**src/jmtf_pkg.sv**
```systemverilog
// package: constants, register map and mode table of the mode transport framer
//==========
`default_nettype none
package jmtf_pkg;
   //==========
   // geometry
   localparam int unsigned LINKS          = 2;
   localparam int unsigned LANES_PER_LINK = 8;
   localparam int unsigned LANES          = 16;
   localparam int unsigned MAX_WORDS      = 4;
   localparam int unsigned WORD_W         = 16;
   localparam int unsigned DATA_W         = 15;
   localparam int unsigned FRAME_W        = 32;
   localparam int unsigned K64_NUMER      = 256;   // 8 * 32 * E with E = 1
   localparam logic [11:0] OFFSET_FLIP    = 12'h800;
   localparam logic [3:0]  TAIL_BITS      = 4'h0;
   //==========
   // register map, byte offsets
   localparam logic [5:0]  REG_MODE  = 6'h00;
   localparam logic [5:0]  REG_KM1   = 6'h04;
   localparam logic [5:0]  REG_CTRL  = 6'h08;
   localparam logic [5:0]  REG_DID   = 6'h0C;
   localparam logic [5:0]  REG_THR0  = 6'h10;
   localparam logic [5:0]  REG_THR1  = 6'h14;
   localparam logic [5:0]  REG_STAT  = 6'h18;
   localparam logic [5:0]  REG_LANES = 6'h1C;
   localparam logic [6:0]  RST_MODE  = 7'h3B;
   localparam logic [7:0]  RST_KM1   = 8'h0F;
   localparam logic [15:0] RST_DID   = 16'h0000;
   localparam logic [14:0] RST_THR   = 15'h7FFF;
   localparam int unsigned CTRL_EN   = 0;
   localparam int unsigned ST_VALID  = 0;
   localparam int unsigned ST_ENC64  = 1;
   localparam int unsigned ST_DUAL   = 2;
   localparam int unsigned ST_LANES  = 4;
   localparam int unsigned ST_K      = 8;
   localparam int unsigned ST_F      = 16;
   localparam int unsigned ST_S      = 20;
   localparam int unsigned ST_DEC    = 24;

   typedef struct packed {
      logic       valid;
      logic       enc64;
      logic       dual;
      logic [5:0] decim;
      logic [3:0] lanes;
      logic [2:0] f;
      logic [2:0] s;
   } jmtf_mode_t;

   function automatic jmtf_mode_t jmtf_lookup(input logic [6:0] code);
      unique case (code)
         7'h3B: jmtf_lookup = '{1'b1, 1'b1, 1'b1, 6'h10, 4'h1, 3'h4, 3'h1};
         7'h3C: jmtf_lookup = '{1'b1, 1'b1, 1'b1, 6'h10, 4'h2, 3'h2, 3'h1};
         7'h3D: jmtf_lookup = '{1'b1, 1'b0, 1'b0, 6'h10, 4'h1, 3'h2, 3'h1};
         7'h3E: jmtf_lookup = '{1'b1, 1'b0, 1'b0, 6'h10, 4'h2, 3'h2, 3'h2};
         7'h3F: jmtf_lookup = '{1'b1, 1'b0, 1'b0, 6'h10, 4'h4, 3'h2, 3'h4};
         7'h40: jmtf_lookup = '{1'b1, 1'b1, 1'b0, 6'h10, 4'h1, 3'h2, 3'h1};
         7'h41: jmtf_lookup = '{1'b1, 1'b1, 1'b0, 6'h10, 4'h2, 3'h2, 3'h2};
         7'h42: jmtf_lookup = '{1'b1, 1'b0, 1'b1, 6'h20, 4'h1, 3'h4, 3'h1};
         7'h43: jmtf_lookup = '{1'b1, 1'b0, 1'b1, 6'h20, 4'h2, 3'h2, 3'h1};
         7'h44: jmtf_lookup = '{1'b1, 1'b1, 1'b1, 6'h20, 4'h1, 3'h4, 3'h1};
         7'h45: jmtf_lookup = '{1'b1, 1'b0, 1'b0, 6'h20, 4'h1, 3'h2, 3'h1};
         7'h46: jmtf_lookup = '{1'b1, 1'b0, 1'b0, 6'h20, 4'h2, 3'h2, 3'h2};
         7'h47: jmtf_lookup = '{1'b1, 1'b1, 1'b0, 6'h20, 4'h1, 3'h2, 3'h1};
         default: jmtf_lookup = '0;
      endcase
   endfunction

   // byte-enable merge of a bus write into a stored word
   function automatic logic [31:0] jmtf_merge(input logic [31:0] old_v,
                                              input logic [31:0] new_v,
                                              input logic [3:0]  be);
      for (int b = 0; b < 4; b++) begin
         jmtf_merge[8*b +: 8] = be[b] ? new_v[8*b +: 8] : old_v[8*b +: 8];
      end
   endfunction
endpackage
`default_nettype wire

```
**src/jmtf_word_if.sv**
```systemverilog
// interface: one channel's samples in, packed transport words out
`default_nettype none
interface jmtf_word_if;
   logic [14:0] smp_i;
   logic [14:0] smp_q;
   logic [14:0] thr0;
   logic [14:0] thr1;
   logic        bypass;
   logic [15:0] word_i;
   logic [15:0] word_q;
   modport feed (output smp_i, smp_q, thr0, thr1, bypass, input word_i, word_q);
   modport pack (input smp_i, smp_q, thr0, thr1, bypass, output word_i, word_q);
endinterface
`default_nettype wire

```
**src/jmtf_framer.sv**
```systemverilog
// module: mode select, lane control and frame packing of the dual-link framer
`default_nettype none
module jmtf_framer (
   input  wire  logic                  clock_i,             // 125 MHz clock
   input  wire  logic                  reset_n_i,           // sync reset, low
   input  wire  logic [5:0]            avs_address_i,       // byte address
   input  wire  logic                  avs_read_i,          // read request
   input  wire  logic                  avs_write_i,         // write request
   input  wire  logic [31:0]           avs_writedata_i,     // write data
   input  wire  logic [3:0]            avs_byteenable_i,    // byte lanes
   output logic [31:0]                 avs_readdata_o,      // read data
   output logic                        avs_waitrequest_o,   // stall, high
   input  wire  logic                  sample_valid_i,      // one sample set
   input  wire  logic [jmtf_pkg::DATA_W-1:0] chan_a_i_i,    // channel a i
   input  wire  logic [jmtf_pkg::DATA_W-1:0] chan_a_q_i,    // channel a q
   input  wire  logic [jmtf_pkg::DATA_W-1:0] chan_b_i_i,    // channel b i
   input  wire  logic [jmtf_pkg::DATA_W-1:0] chan_b_q_i,    // channel b q
   output logic [jmtf_pkg::LANES-1:0][jmtf_pkg::FRAME_W-1:0] lane_frame_o, // frames
   output logic                        frame_valid_o,       // frame pulse
   output logic                        multiframe_start_o,  // first frame
   output logic [2:0]                  lane_octets_o,       // octets per frame
   output logic [jmtf_pkg::LANES-1:0]  lane_enable_o,       // lane powered
   output logic [jmtf_pkg::LANES-1:0][2:0] lane_id_o,       // lane ids
   output logic [7:0]                  did_a_o,             // link a id
   output logic [7:0]                  did_b_o,             // link b id
   output logic                        enc64_o              // 64b/66b mode
);
   import jmtf_pkg::*;

   //==========
   // register state
   logic        wait_q;
   logic        wait_d;
   logic [31:0] rdata_q;
   logic [31:0] rdata_d;
   logic [6:0]  mode_q;
   logic [6:0]  mode_d;
   logic [7:0]  km1_q;
   logic [7:0]  km1_d;
   logic        en_q;
   logic        en_d;
   logic [15:0] did_q;
   logic [15:0] did_d;
   logic [14:0] thr0_q;
   logic [14:0] thr0_d;
   logic [14:0] thr1_q;
   logic [14:0] thr1_d;

   //==========
   // frame state
   typedef logic [LINKS-1:0][MAX_WORDS-1:0][WORD_W-1:0] jmtf_buf_t;
   typedef logic [LANES-1:0][FRAME_W-1:0] jmtf_lanes_t;
   jmtf_buf_t   buf_q;
   jmtf_buf_t   buf_d;
   jmtf_lanes_t frm_q;
   jmtf_lanes_t frm_d;
   logic [2:0]  cnt_q;
   logic [2:0]  cnt_d;
   logic [7:0]  fcnt_q;
   logic [7:0]  fcnt_d;
   logic        fval_q;
   logic        fval_d;
   logic        mfs_q;
   logic        mfs_d;

   //==========
   // configuration outputs
   logic [LANES-1:0]      lane_en_q;
   logic [LANES-1:0]      lane_en_d;
   logic [LANES-1:0][2:0] lid_q;
   logic [LANES-1:0][2:0] lid_d;
   logic [7:0]            dida_q;
   logic [7:0]            didb_q;
   logic                  enc_q;
   logic [2:0]            oct_q;

   //==========
   // decoded mode
   jmtf_mode_t mode_cfg;
   logic       active;
   logic [7:0] k_m1;
   logic [8:0] k_fix;
   logic       req;
   logic [31:0] stat;
   logic [31:0] wmerge;

   // an unknown code decodes to all zero, so nothing is framed or powered
   assign mode_cfg = jmtf_lookup(mode_q);
   assign active   = mode_cfg.valid && en_q;
   // f is never zero for a valid code; the guard only keeps the divide legal
   assign k_fix    = 9'((K64_NUMER / ((mode_cfg.f == 3'h0) ? 1 : int'(mode_cfg.f))) - 1);
   // 64b/66b ignores the K register; 8b/10b trusts software's range
   assign k_m1     = mode_cfg.enc64 ? k_fix[7:0] : km1_q;

   //==========
   // packers: channel a carries single-channel data too
   jmtf_word_if wa ();
   jmtf_word_if wb ();

   assign wa.smp_i  = chan_a_i_i;
   assign wa.smp_q  = chan_a_q_i;
   assign wa.thr0   = thr0_q;
   assign wa.thr1   = thr1_q;
   assign wa.bypass = (mode_cfg.decim == 6'h01);
   assign wb.smp_i  = chan_b_i_i;
   assign wb.smp_q  = chan_b_q_i;
   assign wb.thr0   = thr0_q;
   assign wb.thr1   = thr1_q;
   assign wb.bypass = (mode_cfg.decim == 6'h01);

   jmtf_word_pack u_pack_a (
      .w (wa)
   );

   jmtf_word_pack u_pack_b (
      .w (wb)
   );

   //==========
   // status word built from the decoded mode
   always_comb begin
      stat = '0;
      stat[ST_VALID]     = mode_cfg.valid;
      stat[ST_ENC64]     = mode_cfg.enc64;
      stat[ST_DUAL]      = mode_cfg.dual;
      stat[ST_LANES +: 4] = mode_cfg.lanes;
      stat[ST_K +: 8]    = k_m1;
      stat[ST_F +: 3]    = mode_cfg.f;
      stat[ST_S +: 3]    = mode_cfg.s;
      stat[ST_DEC +: 6]  = mode_cfg.decim;
   end

   //==========
   // avalon slave: first cycle loads read data, second drops waitrequest
   assign req = avs_read_i || avs_write_i;

   always_comb begin
      wait_d  = !(req && wait_q);
      rdata_d = rdata_q;
      mode_d  = mode_q;
      km1_d   = km1_q;
      en_d    = en_q;
      did_d   = did_q;
      thr0_d  = thr0_q;
      thr1_d  = thr1_q;
      wmerge  = '0;
      if (avs_read_i && wait_q) begin
         unique case (avs_address_i)
            REG_MODE:  rdata_d = {25'h0000000, mode_q};
            REG_KM1:   rdata_d = {24'h000000, km1_q};
            REG_CTRL:  rdata_d = {31'h00000000, en_q};
            REG_DID:   rdata_d = {16'h0000, did_q};
            REG_THR0:  rdata_d = {17'h00000, thr0_q};
            REG_THR1:  rdata_d = {17'h00000, thr1_q};
            REG_STAT:  rdata_d = stat;
            REG_LANES: rdata_d = {16'h0000, lane_en_q};
            default:   rdata_d = 32'h00000000;
         endcase
      end
      // writes land at the edge where the master sees waitrequest low
      if (avs_write_i && !wait_q) begin
         unique case (avs_address_i)
            REG_MODE: begin
               wmerge = jmtf_merge({25'h0000000, mode_q}, avs_writedata_i, avs_byteenable_i);
               mode_d = wmerge[6:0];
            end
            REG_KM1: begin
               wmerge = jmtf_merge({24'h000000, km1_q}, avs_writedata_i, avs_byteenable_i);
               km1_d  = wmerge[7:0];
            end
            REG_CTRL: begin
               wmerge = jmtf_merge({31'h00000000, en_q}, avs_writedata_i, avs_byteenable_i);
               en_d   = wmerge[CTRL_EN];
            end
            REG_DID: begin
               wmerge = jmtf_merge({16'h0000, did_q}, avs_writedata_i, avs_byteenable_i);
               did_d  = wmerge[15:0];
            end
            REG_THR0: begin
               wmerge = jmtf_merge({17'h00000, thr0_q}, avs_writedata_i, avs_byteenable_i);
               thr0_d = wmerge[14:0];
            end
            REG_THR1: begin
               wmerge = jmtf_merge({17'h00000, thr1_q}, avs_writedata_i, avs_byteenable_i);
               thr1_d = wmerge[14:0];
            end
            default: wmerge = '0;   // read-only and unmapped writes are dropped
         endcase
      end
   end

   always_ff @(posedge clock_i) begin
      if (!reset_n_i) begin
         wait_q  <= 1'b1;
         rdata_q <= '0;
         mode_q  <= RST_MODE;
         km1_q   <= RST_KM1;
         en_q    <= 1'b0;
         did_q   <= RST_DID;
         thr0_q  <= RST_THR;
         thr1_q  <= RST_THR;
      end else begin
         wait_q  <= wait_d;
         rdata_q <= rdata_d;
         mode_q  <= mode_d;
         km1_q   <= km1_d;
         en_q    <= en_d;
         did_q   <= did_d;
         thr0_q  <= thr0_d;
         thr1_q  <= thr1_d;
      end
   end

   //==========
   // frame assembly: collect s sample sets, then spread words over lanes
   always_comb begin
      buf_d  = buf_q;
      frm_d  = frm_q;
      cnt_d  = cnt_q;
      fcnt_d = fcnt_q;
      fval_d = 1'b0;
      mfs_d  = 1'b0;
      if (!active) begin
         cnt_d  = 3'h0;
         fcnt_d = 8'h00;
      end else if (sample_valid_i) begin
         if (mode_cfg.dual) begin
            // each link carries one channel, i then q
            buf_d[0][0] = wa.word_i;
            buf_d[0][1] = wa.word_q;
            buf_d[1][0] = wb.word_i;
            buf_d[1][1] = wb.word_q;
         end else begin
            // link a takes i, link b takes q; the receiver rebuilds order
            buf_d[0][cnt_q[1:0]] = wa.word_i;
            buf_d[1][cnt_q[1:0]] = wa.word_q;
         end
         if (cnt_q == (mode_cfg.s - 3'h1)) begin
            cnt_d  = 3'h0;
            fval_d = 1'b1;
            mfs_d  = (fcnt_q == 8'h00);
            fcnt_d = (fcnt_q == k_m1) ? 8'h00 : fcnt_q + 8'h01;
            for (int k = 0; k < LINKS; k++) begin
               for (int l = 0; l < LANES_PER_LINK; l++) begin
                  // unused lanes send zeros; first word sits in the top octets
                  frm_d[k*LANES_PER_LINK+l] = '0;
                  if (l < int'(mode_cfg.lanes)) begin
                     if (mode_cfg.f == 3'h4) begin
                        frm_d[k*LANES_PER_LINK+l] =
                           {buf_d[k][(2*l) % MAX_WORDS],
                            buf_d[k][(2*l+1) % MAX_WORDS]};
                     end else begin
                        frm_d[k*LANES_PER_LINK+l] =
                           {buf_d[k][l % MAX_WORDS], 16'h0000};
                     end
                  end
               end
            end
         end else begin
            cnt_d = cnt_q + 3'h1;
         end
      end
   end

   always_ff @(posedge clock_i) begin
      if (!reset_n_i) begin
         buf_q  <= '0;
         frm_q  <= '0;
         cnt_q  <= 3'h0;
         fcnt_q <= 8'h00;
         fval_q <= 1'b0;
         mfs_q  <= 1'b0;
      end else begin
         buf_q  <= buf_d;
         frm_q  <= frm_d;
         cnt_q  <= cnt_d;
         fcnt_q <= fcnt_d;
         fval_q <= fval_d;
         mfs_q  <= mfs_d;
      end
   end

   //==========
   // lane power follows the mode, not the enable bit; lane ids are fixed per lane
   always_comb begin
      lane_en_d = '0;
      lid_d     = '0;
      for (int k = 0; k < LINKS; k++) begin
         for (int l = 0; l < LANES_PER_LINK; l++) begin
            // lowest lanes of both links run, the rest power down
            lane_en_d[k*LANES_PER_LINK+l] = mode_cfg.valid &&
                                            (l < int'(mode_cfg.lanes));
            lid_d[k*LANES_PER_LINK+l] = 3'(l);
         end
      end
   end

   always_ff @(posedge clock_i) begin
      if (!reset_n_i) begin
         lane_en_q <= '0;
         lid_q     <= '0;
         dida_q    <= 8'h00;
         didb_q    <= 8'h00;
         enc_q     <= 1'b0;
         oct_q     <= 3'h0;
      end else begin
         lane_en_q <= lane_en_d;
         lid_q     <= lid_d;
         dida_q    <= did_q[7:0];
         didb_q    <= did_q[15:8];
         enc_q     <= mode_cfg.enc64;
         oct_q     <= mode_cfg.f;
      end
   end

   //==========
   // outputs straight from flops
   assign avs_readdata_o     = rdata_q;
   assign avs_waitrequest_o  = wait_q;
   assign lane_frame_o       = frm_q;
   assign frame_valid_o      = fval_q;
   assign multiframe_start_o = mfs_q;
   assign lane_octets_o      = oct_q;
   assign lane_enable_o      = lane_en_q;
   assign lane_id_o          = lid_q;
   assign did_a_o            = dida_q;
   assign did_b_o            = didb_q;
   assign enc64_o            = enc_q;
endmodule
`default_nettype wire

```
**src/jmtf_word_pack.sv**
```systemverilog
// module: packs one channel's complex sample into two transport words
`default_nettype none
module jmtf_word_pack (
   jmtf_word_if.pack w   // samples and thresholds in, words out
);
   import jmtf_pkg::*;
   logic [DATA_W-1:0] mag_i;
   logic [DATA_W-1:0] mag_q;
   logic              flag0;
   logic              flag1;
   logic [11:0]       raw_i;
   logic [11:0]       raw_q;

   //==========
   // magnitudes: the most negative value still fits unsigned in 15 bits
   assign mag_i = w.smp_i[DATA_W-1] ? (~w.smp_i + 15'h0001) : w.smp_i;
   assign mag_q = w.smp_q[DATA_W-1] ? (~w.smp_q + 15'h0001) : w.smp_q;
   // either part over the threshold flags the sample
   assign flag0 = (mag_i > w.thr0) || (mag_q > w.thr0);
   assign flag1 = (mag_i > w.thr1) || (mag_q > w.thr1);

   //==========
   // bypass keeps the top 12 bits as offset binary with zero tail
   assign raw_i = w.smp_i[DATA_W-1 -: 12] ^ OFFSET_FLIP;
   assign raw_q = w.smp_q[DATA_W-1 -: 12] ^ OFFSET_FLIP;
   // msb of the sample leads the word; flag rides in the lsb
   assign w.word_i = w.bypass ? {raw_i, TAIL_BITS} : {w.smp_i, flag0};
   assign w.word_q = w.bypass ? {raw_q, TAIL_BITS} : {w.smp_q, flag1};
endmodule
`default_nettype wire

```
**config.mk**
```make
export PLATFORM = sky130hd
export DESIGN_NAME = jmtf_framer
export DESIGN_NICKNAME = d
export VERILOG_FILES = /design/src/jmtf_pkg.sv /design/src/jmtf_word_if.sv /design/src/jmtf_framer.sv /design/src/jmtf_word_pack.sv
export SDC_FILE = /design/constraint.sdc
export NUM_CORES = 1
export LEC_CHECK = 0
export BUFFER_PORTS_ARGS = -buffer_cell sky130_fd_sc_hd__buf_2
export CORE_AREA = 2 2 286 288
export DETAILED_ROUTE_END_ITERATION = 10
export DIE_AREA = 0 0 288 290
export PLACE_DENSITY = 0.6
export SLEW_MARGIN = 20
export SYNTH_ARGS = -nofsm -noshare
export SYNTH_HDL_FRONTEND = slang
export SYNTH_SLANG_ARGS = --single-unit
```
**constraint.sdc**
```tcl
create_clock -name clock_i -period 4.5 [get_ports clock_i]
set_input_delay 0.225 -clock clock_i [delete_from_list [all_inputs] [get_ports clock_i]]
set_output_delay 0.225 -clock clock_i [all_outputs]
set_load 0.01 [all_outputs]
```
==> metrics.md <==
| Metric | Value |
|---|---|
| Post-CTS Setup Bufs | `0` |
| Worst-Margin Slew | `1220 ps` |
| Hold Fails Final Rpt | `0` |
| Unrepaired setup endpoints after global routing | `no` |
| Ys flop type | `dfxtp_1` |
| Yosys top cell by area | `dfxtp_1` |
| Worst r2r src | `mode_q[5]` |
| Fin nets | `4419` |
| Finished Cell Area | `38400 um^2` |
| Critical path type | `in2reg` |
| Critical path depth | `16` |
| Combinational power share | `0.054` |
| Crit. End Element | `register` |
| FF-to-FF path depth | `14` |
| Fin. max-slew vios | `0` |
| CTS clk-pin slew, worst paths | `60 ps` |
| R2R setup slack | `590 ps` |
| Fmax | `248 MHz` |
| DR pass1 iterations | `5` |
| CP startpoint | `chan_a_i_i[1]` |
| Sw Pwr | `3310 uW` |
| Hold depth | `4` |
| Worst-skew pair later-pin latency | `650 ps` |
| DRT iter0 DRCs | `3003` |
| DR vias/cell | `5.44` |
| Initial Utilization | `0.398` |
| CTS-repair resized insts | `0` |
| Share of cells above drive strength 1 | `0.208` |
| DR WL/cell | `22.3 um` |
| Distinct cells, synth | `80` |
| Antenna violations before repair | `6` |
| CTS tree | `built` |
| Sequential share of power | `0.453` |
| Setup TNS | `0 ps` |
| Port-buffer cells | `619` |
| Final ANT Viol Nets | `0` |
| Status | `completed` |
| Global-route wire length before repair | `172 mm` |
| Worst path bufs/invs | `3` |
| Row cnt | `104` |
| Share of flip-flops with an asynchronous set or reset | `0` |
| Switch share | `0.241` |
| Max cap viols | `0` |
| CP required | `5070 ps` |
| Post-synthesis register bit count | `702` |
| Slew Limit Headroom | `0.179` |
| Number of synthesized flops with an enable pin | `0` |
| Period minus WS final | `4030 ps` |
| Final wirelength | `118 mm` |
| Die area | `83500 um^2` |
| Syn_area_per_cell | `8.65 um^2` |
| Layout Cells excl Fill | `5304` |
| Setup-failing EPs final | `0` |
| Dpl hpwl | `83.4 mm` |
| Setup slack after placement | `-39.2 ps` |
| Layout overhead on the synthesized area | `20.6%` |
| Die Width | `288 um` |
| Setup crit end | `lane_frame_o[112]` |
| Overall routing resource usage | `0.270` |
| CP delay by family, top | `compound AO/OA/AOI/OAI gates` |
| Die Y | `290 um` |
| Vias in the first global route | `26400` |
| Clock network fraction of total power | `0.493` |
| Most frequent cells after synthesis | `dfxtp_1, nand2_1, nor2_1` |
| Final Skew | `44.2 ps` |
| Worst VDD drop | `278 uV` |
| Clock sinks | `702` |
| Hold_buf cts | `38` |
| Worst path slowest cell | `o21ai_1` |
| Critical R2R Capture | `lane_frame_o[411]` |
| Final Worst Setup Slack | `468 ps` |
| Largest fanout on the critical path | `10` |
| Placed cells | `5114` |
| CTS H-tree lvls | `3` |
| Max Root-Sink Buffers | `3` |
| Worst-path cell chain | `dlygate4sd3_1 > buf_2 > inv_1 > nand3_1 > or3_1 > or4_1 > o41ai_1 > xnor2_1 > ha_1 > a21o_1 > a21oi_1 > and3_1 > a211o_1 > o21ai_1 > o21ai_0 > o221ai_1` |
| Core footprint | `80200 um^2` |
| Synth Instances | `3685` |
| LEAKAGE | `0.0174 uW` |
| Syn Std Cell Area | `31900 um^2` |
| Yosys top cell area share | `0.441` |
| Final GP Congestion | `0.949` |
| Crit share post-route | `0.896` |
| Area contributors post-synth | `dfxtp_1, nand2_1, ha_1` |
| Design internal power | `10400 uW` |
| Worst hold path class | `in2reg` |
| Via count | `28800` |
| Most numerous cell in the Yosys netlist | `dfxtp_1` |
| CTS Buf Count | `79` |
| # IOs | `738` |
| Crit path DAT | `4610 ps` |
| Startpoint Class | `input pin` |
| Slowest stage delay, CP | `720 ps` |
| PwrDens | `358 nW/um^2` |
| Grt total ovfl | `0` |
| Clock root buffer | `clkbuf_16` |
| Residual DRC count | `0` |
| Synth Warn # | `0` |
| Seq/Total Area, Yosys | `0.441` |
| Largest net degree at the start of global routing | `215` |
| Post-placement cell area | `35300 um^2` |
[flip-flops by register name, indices dropped and copies added (netlist names), 15 cells and up]
name / cells
lane_frame_o: 448
buf_q: 128
avs_readdata_o: 23
did_q: 16
thr0_q: 15
thr1_q: 15
[metal layers]
| layer | GRT usage | up-vias | share of wire |
|---|---|---|---|
| li1 | - | 13700 | - |
| met5 | 0 | - | 0.00039 |
| met4 | 0.0895 | 8 | 0.033 |
| met2 | 0.445 | 1167 | 0.48 |
| met1 | 0.354 | 13800 | 0.42 |
| met3 | 0.0496 | 213 | 0.075 |
[power groups by stage]
stage               registers, uW  logic (uW)  clock network (uW)
detailed placement           6370         695                   0
finish                       6230         738                6770
global placement             6370         697                   0
floorplan                    6370         496                   0
global route                 6230         798                7120
CTS                          6230         726                6890
[worst min path at each step]
| stage | startpoint | end | slack, ps |
|---|---|---|---|
| final | chan_a_i_i[0] | buf_q[33] | 30 |
| after global routing | chan_a_q_i[11] | buf_q[108] | 30 |
| after CTS | chan_a_i_i[0] | buf_q[33] | 5 |
| after detailed placement | lane_frame_o[53] | lane_frame_o[53] | 440 |
| after global placement | avs_waitrequest_o | avs_waitrequest_o | 440 |
| after floorplan | reset_n_i | lane_id_o[46] | 250 |
[metrics by stage]
step | utilization | hold WS [ps] | total power [uW]
after floorplan | - | 253 | 6860
after global placement | 0.440 | 436 | 7060
after detailed placement | 0.440 | 440 | 7060
after CTS | 0.479 | 5.42 | 13800
after global routing | 0.479 | 25.9 | 14100
final | 0.479 | 34.9 | 13700
[worst min-delay path, stage by stage]
cell     delay [ps]
buf_2           110
buf_4           180
nand2_1          70
a21oi_1          50
[cell usage in the layout, fill, tap and decap left out, types with 22 or more instances in the layout]
master	Yosys	final
and3_1	207	205
a22oi_1	147	147
xnor2_1	57	56
o21ai_0	109	109
a211oi_1	24	24
clkbuf_16	0	80
o211ai_1	56	56
or3_1	27	27
buf_4	142	58
nor3_1	64	63
buf_2	56	618
ha_1	139	137
inv_1	66	66
o2111ai_1	38	38
mux2_2	33	33
nand2b_1	22	22
dfxtp_1	702	702
mux2i_1	148	148
nand4_1	30	30
a21oi_1	289	289
nand2_1	484	481
nor2_1	307	305
and2_1	34	34
nand3_1	95	94
dlygate4sd3_1	0	38
conb_1	1	103
[cell type report]
type	instances	area, um^2
diodes	8	20.0
clock buffers	117	2310
clock inverters	27	423
fillers	7844	41700
inverters	68	263
multi-input cells	2593	15800
flip-flops and latches	702	14100
well taps	1060	1330
repair buffers	729	4200
[cell families (layout without fill, tap and decap cells)]
| group | Yosys count | in the layout | synth area share |
|---|---|---|---|
| multiplexers | 181 | 181 | 0.0582 |
| buffers and inverters | 492 | 941 | 0.0769 |
| other | 1 | 111 | 0.000118 |
| adder cells (fa/ha/maj) | 139 | 139 | 0.0546 |
| AO/OA/AOI/OAI | 779 | 779 | 0.156 |
| flip-flops | 702 | 702 | 0.441 |
| XOR/XNOR | 65 | 65 | 0.0179 |
| AND/OR/NAND/NOR | 1326 | 1326 | 0.195 |
No activity file was read; power rests on OpenSTA's default activity.
